==> src/rtl/e1pt_consts.svh <==
// Register indices, field positions, reset values and checker run lengths.
`ifndef E1PT_CONSTS_SVH
`define E1PT_CONSTS_SVH
`define E1PT_IDX_SWAP      12'h0121
`define E1PT_IDX_PTCS      12'h0124
`define E1PT_IDX_LOOP_CTL   12'h0125
`define E1PT_IDX_LOOP_TX    12'h0126
`define E1PT_IDX_LOOP_ACT   12'h0127
`define E1PT_IDX_LOOP_DEACT 12'h0129
`define E1PT_IDX_DEFECT     12'h0130
`define E1PT_IDX_IRQ_STAT  12'h0140
`define E1PT_IDX_IRQ_MASK  12'h0141
`define E1PT_BIT_KIND      7
`define E1PT_BIT_INJECT    6
`define E1PT_BIT_LOCK      4
`define E1PT_BIT_CHK_EN    3
`define E1PT_BIT_GEN_EN    2
`define E1PT_BIT_RX_SKIP   1
`define E1PT_BIT_TX_SKIP   0
`define E1PT_BIT_SWAP      3
`define E1PT_BIT_DEFECT_ON 7
`define E1PT_BIT_EV_LOCK   0
`define E1PT_BIT_EV_LOSS   1
`define E1PT_RST_BYTE      8'h00
`define E1PT_RST_SEED      20'h0_0001
`define E1PT_LOCK_RUN      6'h20
`define E1PT_LOSS_RUN      4'h8
`define E1PT_ZERO_RUN      4'he
`endif

==> src/rtl/e1pt_pkg.sv <==
// Types shared by the E1 pattern test and bypass control block.
package e1pt_pkg;
  typedef struct packed {
    logic kind;
    logic inject;
    logic chk_en;
    logic gen_en;
    logic rx_skip;
    logic tx_skip;
  } e1pt_ctl_t;

  typedef struct packed {
    logic ev_loss;
    logic ev_lock;
  } e1pt_ev_t;

  typedef enum logic [1:0] {
    E1PT_HUNT   = 2'b01,
    E1PT_LOCKED = 2'b10
  } e1pt_chk_state_t;
endpackage : e1pt_pkg

==> src/rtl/e1pt_top.sv <==
// E1 test pattern generator, checker, direction swap and bypass control.
//
// Decided for this implementation: the address map and register access over APB.
`timescale 1ns/1ps
`include "e1pt_consts.svh"

//////////////////////////////////////////////////////////////////////////////
module e1pt_top
  import e1pt_pkg::*;
(
  // Clock and reset
  input  wire logic        sys_clk,
  input  wire logic        nrst,
  // APB slave
  input  wire logic        psel,
  input  wire logic        penable,
  input  wire logic        pwrite,
  input  wire logic [11:0] paddr,
  input  wire logic [31:0] pwdata,
  output logic      [31:0] prdata,
  output logic             pready,
  output logic             pslverr,
  // Bit rate enables
  input  wire logic        line_bit_en,
  input  wire logic        bp_bit_en,
  // Data paths
  input  wire logic        tx_frm_data,
  input  wire logic        rx_frm_data,
  input  wire logic        rx_line_data_in,
  input  wire logic        tx_bp_data_in,
  output logic             tx_line_data,
  output logic             rx_bp_data,
  // Control levels and interrupt
  output logic             tx_framer_skip,
  output logic             rx_framer_skip,
  output logic             defect_detect_on,
  output logic             pattern_lock_flag,
  output logic             irq
);

  //////////////////////////////////////////////////////////////////////////
  // Register bus.

  e1pt_ctl_t       ctl_r;
  logic            swap_r;
  logic            defect_r;
  e1pt_ev_t        irq_stat_r;
  e1pt_ev_t        irq_mask_r;
  e1pt_ev_t        ev;
  logic            inject_pend_r;
  logic      [9:0] idx;
  logic            setup;
  logic            wr_acc;

  function automatic logic is_reg(input logic [9:0] i,
                                  input logic [11:0] r);
    is_reg = ({2'b00, i} == r);
  endfunction : is_reg

  function automatic logic mapped(input logic [9:0] i);
    mapped = is_reg(i, `E1PT_IDX_SWAP) || is_reg(i, `E1PT_IDX_PTCS)
          || is_reg(i, `E1PT_IDX_LOOP_CTL) || is_reg(i, `E1PT_IDX_LOOP_TX)
          || is_reg(i, `E1PT_IDX_LOOP_ACT) || is_reg(i, `E1PT_IDX_LOOP_DEACT)
          || is_reg(i, `E1PT_IDX_DEFECT) || is_reg(i, `E1PT_IDX_IRQ_STAT)
          || is_reg(i, `E1PT_IDX_IRQ_MASK);
  endfunction : mapped

  assign idx     = paddr[11:2];
  assign setup   = psel && !penable;
  assign wr_acc  = psel && penable && pwrite && mapped(idx);
  assign pready  = 1'b1;
  assign pslverr = psel && penable && !mapped(idx);

  always_ff @(posedge sys_clk or negedge nrst)
  begin
    if (!nrst)
    begin
      ctl_r    <= '0;
      swap_r   <= 1'b0;
      defect_r <= 1'b0;
    end
    else if (wr_acc)
    begin
      if (is_reg(idx, `E1PT_IDX_PTCS))
      begin
        ctl_r.kind    <= pwdata[`E1PT_BIT_KIND];
        ctl_r.inject  <= pwdata[`E1PT_BIT_INJECT];
        ctl_r.chk_en  <= pwdata[`E1PT_BIT_CHK_EN];
        ctl_r.gen_en  <= pwdata[`E1PT_BIT_GEN_EN];
        ctl_r.rx_skip <= pwdata[`E1PT_BIT_RX_SKIP];
        ctl_r.tx_skip <= pwdata[`E1PT_BIT_TX_SKIP];
      end
      else if (is_reg(idx, `E1PT_IDX_SWAP))
        swap_r <= pwdata[`E1PT_BIT_SWAP];
      else if (is_reg(idx, `E1PT_IDX_DEFECT))
        defect_r <= pwdata[`E1PT_BIT_DEFECT_ON];
    end
  end

  // Read data is latched in the setup phase so it stands in the access phase.
  always_ff @(posedge sys_clk or negedge nrst)
  begin
    if (!nrst)
      prdata <= '0;
    else if (setup)
    begin
      prdata <= '0;
      if (is_reg(idx, `E1PT_IDX_PTCS))
        prdata[7:0] <= {ctl_r.kind, ctl_r.inject, 1'b0, pattern_lock_flag,
                        ctl_r.chk_en, ctl_r.gen_en, ctl_r.rx_skip,
                        ctl_r.tx_skip};
      else if (is_reg(idx, `E1PT_IDX_SWAP))
        prdata[`E1PT_BIT_SWAP] <= swap_r;
      else if (is_reg(idx, `E1PT_IDX_DEFECT))
        prdata[`E1PT_BIT_DEFECT_ON] <= defect_r;
      else if (is_reg(idx, `E1PT_IDX_IRQ_STAT))
        prdata[1:0] <= irq_stat_r;
      else if (is_reg(idx, `E1PT_IDX_IRQ_MASK))
        prdata[1:0] <= irq_mask_r;
    end
  end

  assign tx_framer_skip   = ctl_r.tx_skip;
  assign rx_framer_skip   = ctl_r.rx_skip;
  assign defect_detect_on = defect_r;

  //////////////////////////////////////////////////////////////////////////
  // Interrupts: sticky events, write one to clear, set wins over clear.

  always_ff @(posedge sys_clk or negedge nrst)
  begin
    if (!nrst)
    begin
      irq_stat_r <= '0;
      irq_mask_r <= '0;
    end
    else
    begin
      if (wr_acc && is_reg(idx, `E1PT_IDX_IRQ_STAT))
        irq_stat_r <= (irq_stat_r & ~pwdata[1:0]) | ev;
      else
        irq_stat_r <= irq_stat_r | ev;
      if (wr_acc && is_reg(idx, `E1PT_IDX_IRQ_MASK))
        irq_mask_r <= pwdata[1:0];
    end
  end

  assign irq = |(irq_stat_r & irq_mask_r);

  //////////////////////////////////////////////////////////////////////////
  // Pattern generator.

  logic        gen_stb;
  logic [19:0] gen_sr_r;
  logic [3:0]  gen_zrun_r;
  logic        gen_raw;
  logic        gen_bit;
  logic        inject_rise;

  // The generator runs at whichever bit rate its output direction uses.
  assign gen_stb = ctl_r.gen_en && (swap_r ? bp_bit_en : line_bit_en);
  assign gen_raw = ctl_r.kind ? (gen_sr_r[19] ^ gen_sr_r[16])
                              : (gen_sr_r[14] ^ gen_sr_r[13]);
  assign gen_bit = (gen_raw
                   | (ctl_r.kind && gen_zrun_r == `E1PT_ZERO_RUN))
                   ^ inject_pend_r;
  assign inject_rise = wr_acc && is_reg(idx, `E1PT_IDX_PTCS)
                    && pwdata[`E1PT_BIT_INJECT] && !ctl_r.inject;

  always_ff @(posedge sys_clk or negedge nrst)
  begin
    if (!nrst)
    begin
      gen_sr_r   <= `E1PT_RST_SEED;
      gen_zrun_r <= '0;
    end
    else if (gen_stb)
    begin
      gen_sr_r <= {gen_sr_r[18:0], gen_raw};
      if (gen_raw)
        gen_zrun_r <= '0;
      else if (gen_zrun_r != `E1PT_ZERO_RUN)
        gen_zrun_r <= gen_zrun_r + 4'h1;
    end
  end

  always_ff @(posedge sys_clk or negedge nrst)
  begin
    if (!nrst)
      inject_pend_r <= 1'b0;
    else if (!ctl_r.gen_en)
      inject_pend_r <= 1'b0;
    else if (inject_rise)
      inject_pend_r <= 1'b1;
    else if (gen_stb)
      inject_pend_r <= 1'b0;
  end

  // Outgoing data: pattern replaces framer data in the chosen direction.
  always_ff @(posedge sys_clk or negedge nrst)
  begin
    if (!nrst)
    begin
      tx_line_data <= 1'b0;
      rx_bp_data   <= 1'b0;
    end
    else
    begin
      if (line_bit_en)
        tx_line_data <= (ctl_r.gen_en && !swap_r) ? gen_bit
                                                  : tx_frm_data;
      if (bp_bit_en)
        rx_bp_data <= (ctl_r.gen_en && swap_r) ? gen_bit
                                               : rx_frm_data;
    end
  end

  //////////////////////////////////////////////////////////////////////////
  // Pattern checker.

  e1pt_chk_state_t chk_st_r;
  logic            chk_stb;
  logic            chk_in;
  logic            chk_pred;
  logic            chk_match;
  logic     [19:0] chk_sr_r;
  logic      [5:0] match_cnt_r;
  logic      [3:0] miss_cnt_r;

  assign chk_stb   = ctl_r.chk_en && (swap_r ? bp_bit_en : line_bit_en);
  assign chk_in    = swap_r ? tx_bp_data_in : rx_line_data_in;
  assign chk_pred  = ctl_r.kind ? (chk_sr_r[19] ^ chk_sr_r[16])
                                : (chk_sr_r[14] ^ chk_sr_r[13]);
  assign chk_match = (chk_in == chk_pred);

  always_ff @(posedge sys_clk or negedge nrst)
  begin
    if (!nrst)
      chk_sr_r <= '0;
    else if (chk_stb)
      chk_sr_r <= {chk_sr_r[18:0], chk_in};
  end

  always_ff @(posedge sys_clk or negedge nrst)
  begin
    if (!nrst)
    begin
      chk_st_r    <= E1PT_HUNT;
      match_cnt_r <= '0;
      miss_cnt_r  <= '0;
    end
    else if (!ctl_r.chk_en)
    begin
      chk_st_r    <= E1PT_HUNT;
      match_cnt_r <= '0;
      miss_cnt_r  <= '0;
    end
    else if (chk_stb)
    begin
      case (chk_st_r)
        E1PT_HUNT:
        begin
          miss_cnt_r <= '0;
          if (!chk_match)
            match_cnt_r <= '0;
          else if (match_cnt_r == `E1PT_LOCK_RUN - 6'h1)
          begin
            chk_st_r    <= E1PT_LOCKED;
            match_cnt_r <= '0;
          end
          else
            match_cnt_r <= match_cnt_r + 6'h1;
        end
        E1PT_LOCKED:
        begin
          if (!chk_match)
          begin
            match_cnt_r <= '0;
            if (miss_cnt_r == `E1PT_LOSS_RUN - 4'h1)
            begin
              chk_st_r   <= E1PT_HUNT;
              miss_cnt_r <= '0;
            end
            else
              miss_cnt_r <= miss_cnt_r + 4'h1;
          end
          else if (match_cnt_r == `E1PT_LOCK_RUN - 6'h1)
          begin
            match_cnt_r <= '0;
            miss_cnt_r  <= '0;
          end
          else
            match_cnt_r <= match_cnt_r + 6'h1;
        end
        default:
          chk_st_r <= E1PT_HUNT;
      endcase
    end
  end

  assign pattern_lock_flag = (chk_st_r == E1PT_LOCKED);
  assign ev = '{ev_loss: chk_stb && !chk_match && chk_st_r == E1PT_LOCKED
                         && miss_cnt_r == `E1PT_LOSS_RUN - 4'h1,
                ev_lock: chk_stb && chk_match && chk_st_r == E1PT_HUNT
                         && match_cnt_r == `E1PT_LOCK_RUN - 6'h1};

  //////////////////////////////////////////////////////////////////////////
  // Assertions.

  property p_lock_read;
    @(posedge sys_clk) disable iff (!nrst)
    setup && !pwrite && is_reg(idx, `E1PT_IDX_PTCS)
      |=> prdata[`E1PT_BIT_LOCK] == $past(pattern_lock_flag);
  endproperty
  a_lock_read: assert property (p_lock_read)
    else $error("lock bit read back wrong");

  property p_swap_write;
    @(posedge sys_clk) disable iff (!nrst)
    wr_acc && is_reg(idx, `E1PT_IDX_SWAP)
      |=> swap_r == $past(pwdata[`E1PT_BIT_SWAP]);
  endproperty
  a_swap_write: assert property (p_swap_write)
    else $error("swap bit not stored");

  property p_chk_off;
    @(posedge sys_clk) disable iff (!nrst)
    !ctl_r.chk_en |=> !pattern_lock_flag;
  endproperty
  a_chk_off: assert property (p_chk_off)
    else $error("lock held with checker disabled");

  property p_gen_line;
    @(posedge sys_clk) disable iff (!nrst)
    line_bit_en && ctl_r.gen_en && !swap_r
      |=> tx_line_data == $past(gen_bit);
  endproperty
  a_gen_line: assert property (p_gen_line)
    else $error("pattern not sent to line");

  property p_gen_bp;
    @(posedge sys_clk) disable iff (!nrst)
    bp_bit_en && ctl_r.gen_en && swap_r
      |=> rx_bp_data == $past(gen_bit)
          && tx_line_data == ($past(line_bit_en) ? $past(tx_frm_data)
                                                 : $past(tx_line_data));
  endproperty
  a_gen_bp: assert property (p_gen_bp)
    else $error("pattern not sent to backplane");

  property p_skip_write;
    @(posedge sys_clk) disable iff (!nrst)
    wr_acc && is_reg(idx, `E1PT_IDX_PTCS)
      |=> rx_framer_skip == $past(pwdata[`E1PT_BIT_RX_SKIP])
          && tx_framer_skip == $past(pwdata[`E1PT_BIT_TX_SKIP]);
  endproperty
  a_skip_write: assert property (p_skip_write)
    else $error("bypass bits not stored");

  property p_rsvd_read;
    @(posedge sys_clk) disable iff (!nrst)
    setup && (is_reg(idx, `E1PT_IDX_LOOP_CTL)
              || is_reg(idx, `E1PT_IDX_LOOP_DEACT))
      |=> prdata == 32'h0000_0000;
  endproperty
  a_rsvd_read: assert property (p_rsvd_read)
    else $error("reserved register not zero");

  property p_inject;
    @(posedge sys_clk) disable iff (!nrst)
    gen_stb && inject_pend_r && !ctl_r.kind && !swap_r
      |=> tx_line_data != $past(gen_raw)
          && (!inject_pend_r || $past(inject_rise));
  endproperty
  a_inject: assert property (p_inject)
    else $error("error inject not single bit");

  property p_lock_run;
    @(posedge sys_clk) disable iff (!nrst)
    $rose(pattern_lock_flag) |-> $past(chk_match)
      && $past(match_cnt_r) == `E1PT_LOCK_RUN - 6'h1;
  endproperty
  a_lock_run: assert property (p_lock_run)
    else $error("lock without full match run");

  property p_irq;
    @(posedge sys_clk) disable iff (!nrst)
    ev.ev_lock && irq_mask_r.ev_lock |=> irq [*2];
  endproperty
  a_irq: assert property (p_irq)
    else $error("lock event did not raise irq");

endmodule : e1pt_top

==> config.mk <==
export PLATFORM = sky130hd
export DESIGN_NAME = e1pt_top
export DESIGN_NICKNAME = d
export VERILOG_FILES = /design/src/rtl/e1pt_pkg.sv /design/src/rtl/e1pt_top.sv
export VERILOG_INCLUDE_DIRS = /design/src /design/src/rtl
export SDC_FILE = /design/constraint.sdc
export NUM_CORES = 1
export LEC_CHECK = 0
export ABC_AREA = 1
export BUFFER_PORTS_ARGS = -buffer_cell sky130_fd_sc_hd__buf_2
export CAP_MARGIN = 20
export CORE_MARGIN = 2
export CORE_UTILIZATION = 49
export DETAILED_ROUTE_END_ITERATION = 8
export PLACE_DENSITY = 0.77
export SLEW_MARGIN = 10
export SYNTH_ARGS = -nofsm -noshare
export SYNTH_HDL_FRONTEND = slang
export SYNTH_SLANG_ARGS = --single-unit
==> constraint.sdc <==
create_clock -name sys_clk -period 1.55 [get_ports sys_clk]
set_input_delay 0.0775 -clock sys_clk [delete_from_list [all_inputs] [get_ports sys_clk]]
set_output_delay 0.0775 -clock sys_clk [all_outputs]
set_load 0.005 [all_outputs]
Word-level counts from Yosys, hierarchy flattened
Index checks and enable logic that the tools add are counted.
W data, S select, Z words.
{"block": "totals", "out_inout_bits": 41, "reg_bits": 79, "in_bits": 55}
{"block": "classes", "eq_ne": 25, "n_addsub": 3, "n_bitwise": 13, "reduce_logical": 44, "n_mux": 42}
{"operator": "$eq A10 B9 Y1 const B", "n": 9}
{"operator": "$mux W6", "n": 5}
{"operator": "$mux W4", "n": 7}
{"operator": "$mux W2", "n": 12}
{"operator": "$logic_and A1 B1 Y1", "n": 21}
{"operator": "$mux W1", "n": 15}
{"operator": "$ne A3 B3 Y1 const B", "n": 3}
{"operator": "$add A4 B1 Y4 const B", "n": 2}
{"operator": "$logic_or A1 B1 Y1", "n": 8}
{"operator": "$pmux W4 S2", "n": 1}
{"operator": "$add A6 B1 Y6 const B", "n": 1}
{"operator": "$eq A6 B5 Y1 const B", "n": 1}
{"operator": "$ne A3 B2 Y1 const B", "n": 2}
{"operator": "$reduce_and A2 Y1", "n": 3}
{"operator": "$reduce_and A3 Y1", "n": 2}
{"operator": "$logic_not A1 Y1", "n": 5}
{"operator": "$reduce_and A5 Y1", "n": 1}
{"operator": "$xor A1 B1 Y1", "n": 5}
{"operator": "$and A2 B2 Y2", "n": 2}
{"operator": "$eq A4 B3 Y1 const B", "n": 1}
{"operator": "$eq A4 B4 Y1 const B", "n": 1}
{"operator": "$ne A4 B3 Y1 const B", "n": 1}
{"operator": "$ne A4 B4 Y1 const B", "n": 1}
{"operator": "$or A2 B2 Y2", "n": 2}
{"operator": "14 further kinds", "n": 16}

Logic depth before layout (Yosys ltp)
{"block": "depth", "depth_word": 15, "mapped_depth": 12}

Worst setup path after synthesis
No wires, ideal clock.
{"block": "synth_timing", "path_type": "register to register", "start": "register chk_st_r[0]", "end": "register match_cnt_r[3]", "n_path_buf": 0, "t_arrival_ns": 1.483, "required_ns": 1.472, "path_slack_ns": -0.010, "path_stages_with_launch": 8, "synth_period_minus_slack_ns": 1.560, "cell_sequence": "dfstp_2 > inv_1 > ha_1 > or2_4 > nand2_4 > inv_1 > o21ai_1 > a21boi_1"}
{"block": "synth_via", "elab_chain_cells": 4, "elab_cells_between_ends": 5}
{"element": "start, declared", "line_no": "e1pt_top.sv:221", "source": "e1pt_chk_state_t chk_st_r;"}
{"element": "start signal, assigned", "line_no": "e1pt_top.sv:248", "source": "chk_st_r <= E1PT_HUNT;"}
{"element": "start signal, assigned", "line_no": "e1pt_top.sv:254", "source": "chk_st_r <= E1PT_HUNT;"}
{"element": "start signal, assigned", "line_no": "e1pt_top.sv:268", "source": "chk_st_r <= E1PT_LOCKED;"}
{"element": "$eq A2 B2 Y1 / $eq A2 B1 Y1 (equally long branches)", "line_no": "e1pt_top.sv:260", "source": "case (chk_st_r)"}
{"element": "$reduce_or A2 Y1 (no source line) (*)"}
{"element": "$ne A2 B2 Y1 (no source line) (*)"}
{"element": "$reduce_and A2 Y1 (no source line) (*)"}
{"element": "end signal, assigned", "line_no": "e1pt_top.sv:272", "source": "match_cnt_r <= match_cnt_r + 6'h1;"}
{"element": "end signal, assigned", "line_no": "e1pt_top.sv:293", "source": "match_cnt_r <= match_cnt_r + 6'h1;"}
{"element": "end, declared", "line_no": "e1pt_top.sv:227", "source": "logic [5:0] match_cnt_r;"}
Mark *: on every way between the ends. The rest lies on a longest branch, timed or not.
A chain may end at the register's enable or synchronous reset.

Final worst setup path
{"block": "layout_timing", "start": "register swap_r", "end": "register miss_cnt_r[0]"}
{"block": "layout_via", "elab_chain_cells": 6, "elab_cells_between_ends": 11}
{"element": "start, declared", "line_no": "e1pt_top.sv:45", "source": "logic swap_r;"}
{"element": "start signal, assigned", "line_no": "e1pt_top.sv:94", "source": "swap_r <= pwdata[`E1PT_BIT_SWAP];"}
{"element": "$mux W1", "line_no": "e1pt_top.sv:231", "source": "assign chk_in = swap_r ? tx_bp_data_in : rx_line_data_in;"}
{"element": "$eq A1 B1 Y1", "line_no": "e1pt_top.sv:234", "source": "assign chk_match = (chk_in == chk_pred);"}
{"element": "$mux W4", "line_no": "e1pt_top.sv:276", "source": "if (!chk_match)"}
{"element": "$pmux W4 S2", "line_no": "e1pt_top.sv:260"}
{"element": "$mux W4", "line_no": "e1pt_top.sv:258", "source": "else if (chk_stb)"}
{"element": "$mux W4", "line_no": "e1pt_top.sv:252", "source": "else if (!ctl_r.chk_en)"}
{"element": "end signal, assigned", "line_no": "e1pt_top.sv:285", "source": "miss_cnt_r <= miss_cnt_r + 4'h1;"}
{"element": "end, declared", "line_no": "e1pt_top.sv:228", "source": "logic [3:0] miss_cnt_r;"}
Parallel ways exist; a longest one is shown, timed or not. The select of a mux whose other input is x is not followed.

==> run metrics <==
vias in the first global route=3,183; # diodes=0; Max VDD drop=578 uV; Design Power=0.00517 W; Setup Skew=7.90 ps; initial antenna violation count=0; Layout Nets=646; CTS sink cnt=78; die width=95 um; RSZ-0062 raised after global routing=true; Routed WL=8.19 mm; Switching Fraction=0.315; post-route ant nets=0; worst skew pair latency=350 ps; final setup vio count=3; Slowest-stage cell, CP=dfrtp_2; drt wl/cell=11.8 um; layout cell share with drive strength beyond 1=0.241; Crit Path Max Fanout=8; gp weighted congestion=0.813; Tcrit/Tclk final=1.02; clock share of power=0.279; Ys Warns=0; GRT Overall Usage=0.198; Tightest Pin Transition=578 ps; pin count of the biggest net entering global routing=47; post-synth design cell area=0.00406 sq mm; ys flop type=dfrtp_1; delay-heaviest family, CP=compound AO/OA/AOI/OAI gates; final worst slack=-26.1 ps; failing checks=setup timing; GRT Residual Overflow=0; #FFs+latches synth=78; via count=3,369; sequential share of power=0.495; fin crit period=1580 ps; area leader, netlist=dfrtp_1; Distinct cells, synth=47; Leak=2.66 nW; WP data required=1820 ps; Crit. End Element=register; starting DRC count in detailed routing=151; PortBufs=41; DR vias/cell=4.85; Switch Pwr=0.00163 W; CP peak stage delay=450 ps; Starting Density=0.499; power share of the combinational group=0.226; final non-filler cell total=695; CP Buf/Inv Count=2; dpl hpwl=5.83 mm; flop-to-flop setup slack=-30 ps; Pint=0.00354 W; Slew Limit Headroom=0.615; clock transition at the registers of the reported paths=80 ps; Clock Path Buffers=2; H-tree depth=3; Post-synth EDFFs=0; Avg Cell Area, Syn=8.03 sq um; type of the most critical hold path=in2reg; final hold vios=0; Synth top area share=0.469; Clk Tree Root Cell=clkbuf_8; # placed instances=664; DRC=0; Seq/Total Area, Yosys=0.482; # rows=33; crit-path cells=buf_4 > o21a_4 > nor2_1 > inv_1 > o31ai_1 > o21bai_4 > nand2_1 > o21ai_1; Critical Path AT=1840 ps; global-route wire length before repair=14.0 mm; pwr dens=1060 mW/mm^2; core area=0.00813 sq mm; die height=95 um; Die Area=0.00903 sq mm; total CTS buffers=9; IO Count=96; drt pass-1 iters=4; Max Cap Viol=0; maximum clock rate=634 MHz; class of the most critical setup path=reg2reg; CTS tree=built; Final Slew Violations=0; P&R area growth vs syn=19.8%; Area contributors post-synth=dfrtp_1 (47%), nand2_1 (17%), buf_4 (4.8%); ys async rst share=1.00; status=complete, but fails checks; Worst setup SP type=register; Syn Inst Count=505
[worst register-to-register path: stages, from the launching register on]
cell and delay [ps]:
dfrtp_2 450, buf_4 150, o21a_4 230, nor2_1 90
inv_1 90, o31ai_1 80, o21bai_4 230, nand2_1 80
o21ai_1 90
[final cells by class]
| cell class | count | area, sq um |
|---|---|---|
| multi-input cells | 359 | 1840 |
| clock inverters | 5 | 40.0 |
| repair buffers | 80 | 522 |
| flip-flops and latches | 78 | 1960 |
| well taps | 105 | 131 |
| fillers | 697 | 3270 |
| inverters | 57 | 221 |
| clock buffers | 11 | 151 |
[cells by family after synthesis]
kind of cell,count (synthesis),synth area share
simple gates,264,0.283
flops,78,0.482
xor+xnor,7,0.0151
compound gates,55,0.0842
buf+inv,92,0.113
mux,1,0.00247
other cells,2,0.00185
fa+ha+maj,6,0.0185
[flip-flops by register name, indices dropped and copies added (netlist names)]
register,count
tx_framer_skip,1
miss_cnt_r,4
ctl_r,4
gen_sr_r,20
rx_bp_data,1
tx_line_data,1
defect_detect_on,1
swap_r,1
inject_pend_r,1
rx_framer_skip,1
match_cnt_r,6
irq_mask_r,2
chk_sr_r,20
irq_stat_r,2
gen_zrun_r,4
prdata,7
chk_st_r,2
[path summary, 6_finish.rpt]
| kind | start | endpoint | cells after the start |
|---|---|---|---|
| max reg2reg | swap_r | miss_cnt_r[0] | 8 |
| min reg2reg | gen_sr_r[17] | gen_sr_r[18] | 2 |
| min | pwdata[2] | ctl_r[2] | 3 |
| min in group asynchronous | nrst | rx_framer_skip | 2 |
| max | swap_r | miss_cnt_r[0] | 8 |
| max in group asynchronous | nrst | chk_sr_r[15] | 3 |
[power groups by stage]
stage	clock [W]	sequential, W	combinational [W]
global placement	0	0.00258	0.00100
finish	0.00144	0.00256	0.00117
floorplan	0	0.00256	0.000766
CTS	0.00147	0.00256	0.00112
detailed placement	0	0.00259	0.00105
global route	0.00156	0.00261	0.00135
[through the flow]
| step | setup WS, ps | TNS (ps) | instance area (sq um) | util | hold slack, ps |
|---|---|---|---|---|---|
| final | -26.1 | -60.9 | 4860 | 0.597 | 41.8 |
| after global routing | -123 | -932 | 4860 | 0.597 | 26.7 |
| after CTS | -25.3 | -73.7 | 4750 | 0.584 | 27.1 |
| after detailed placement | -56.2 | -412 | 4430 | 0.544 | 109 |
| after global placement | -6.10 | -11.0 | 4430 | 0.544 | 103 |
| after floorplan | 17.5 | 0 | 4150 | - | -218 |
[cell usage in the layout (no fill, tap or decap), types with 2 or more instances in the layout]
cell,synthesis,final
o221ai_1,2,2
clkinv_4,0,2
dlygate4sd3_1,0,8
a21oi_1,8,8
inv_6,1,3
buf_4,26,30
nand2_1,184,179
nand3_2,3,3
clkbuf_8,0,11
nor2_2,2,6
nand2_2,6,7
dfstp_2,2,2
o31ai_1,3,3
nor2_4,1,3
dfrtp_1,76,75
inv_2,3,6
o21ai_2,2,4
ha_1,6,4
nor2_1,36,30
inv_1,52,48
buf_2,3,41
o21ai_1,10,11
o21ai_0,21,18
or2_2,2,2
nand3_1,13,13
conb_1,2,26
nand4_1,7,7
xor2_1,6,6
a41oi_1,2,2
nand2_4,2,5
[repair_timing]
action | in CTS | in global routing
hold endpoints to repair | 51 | 0
cloned | 0 | 1
hold buffers | 8 | 0
pin swaps | 8 | 12
gates resized for setup | 10 | 24
setup endpoints to repair | 11 | 24
buffers inserted | 2 | 4
[cells in the mapped netlist (3+ instances only)]
master,number
clkbuf_1,5
o21ai_0,21
a21oi_1,8
buf_2,3
nand3_2,3
nand2_1,184
nor2_1,36
buf_4,26
ha_1,6
nand2_2,6
inv_2,3
dfrtp_1,76
inv_1,52
nand4_1,7
xor2_1,6
o21ai_1,10
nand3_1,13
o31ai_1,3
[per-layer routing]
layer  track usage  wire length (um)
met2         0.339              4090
met1         0.245              3610
met4        0.0845               223
met5             0                 0
met3        0.0367               271
Note: power is estimated with default switching activity, not from simulation.
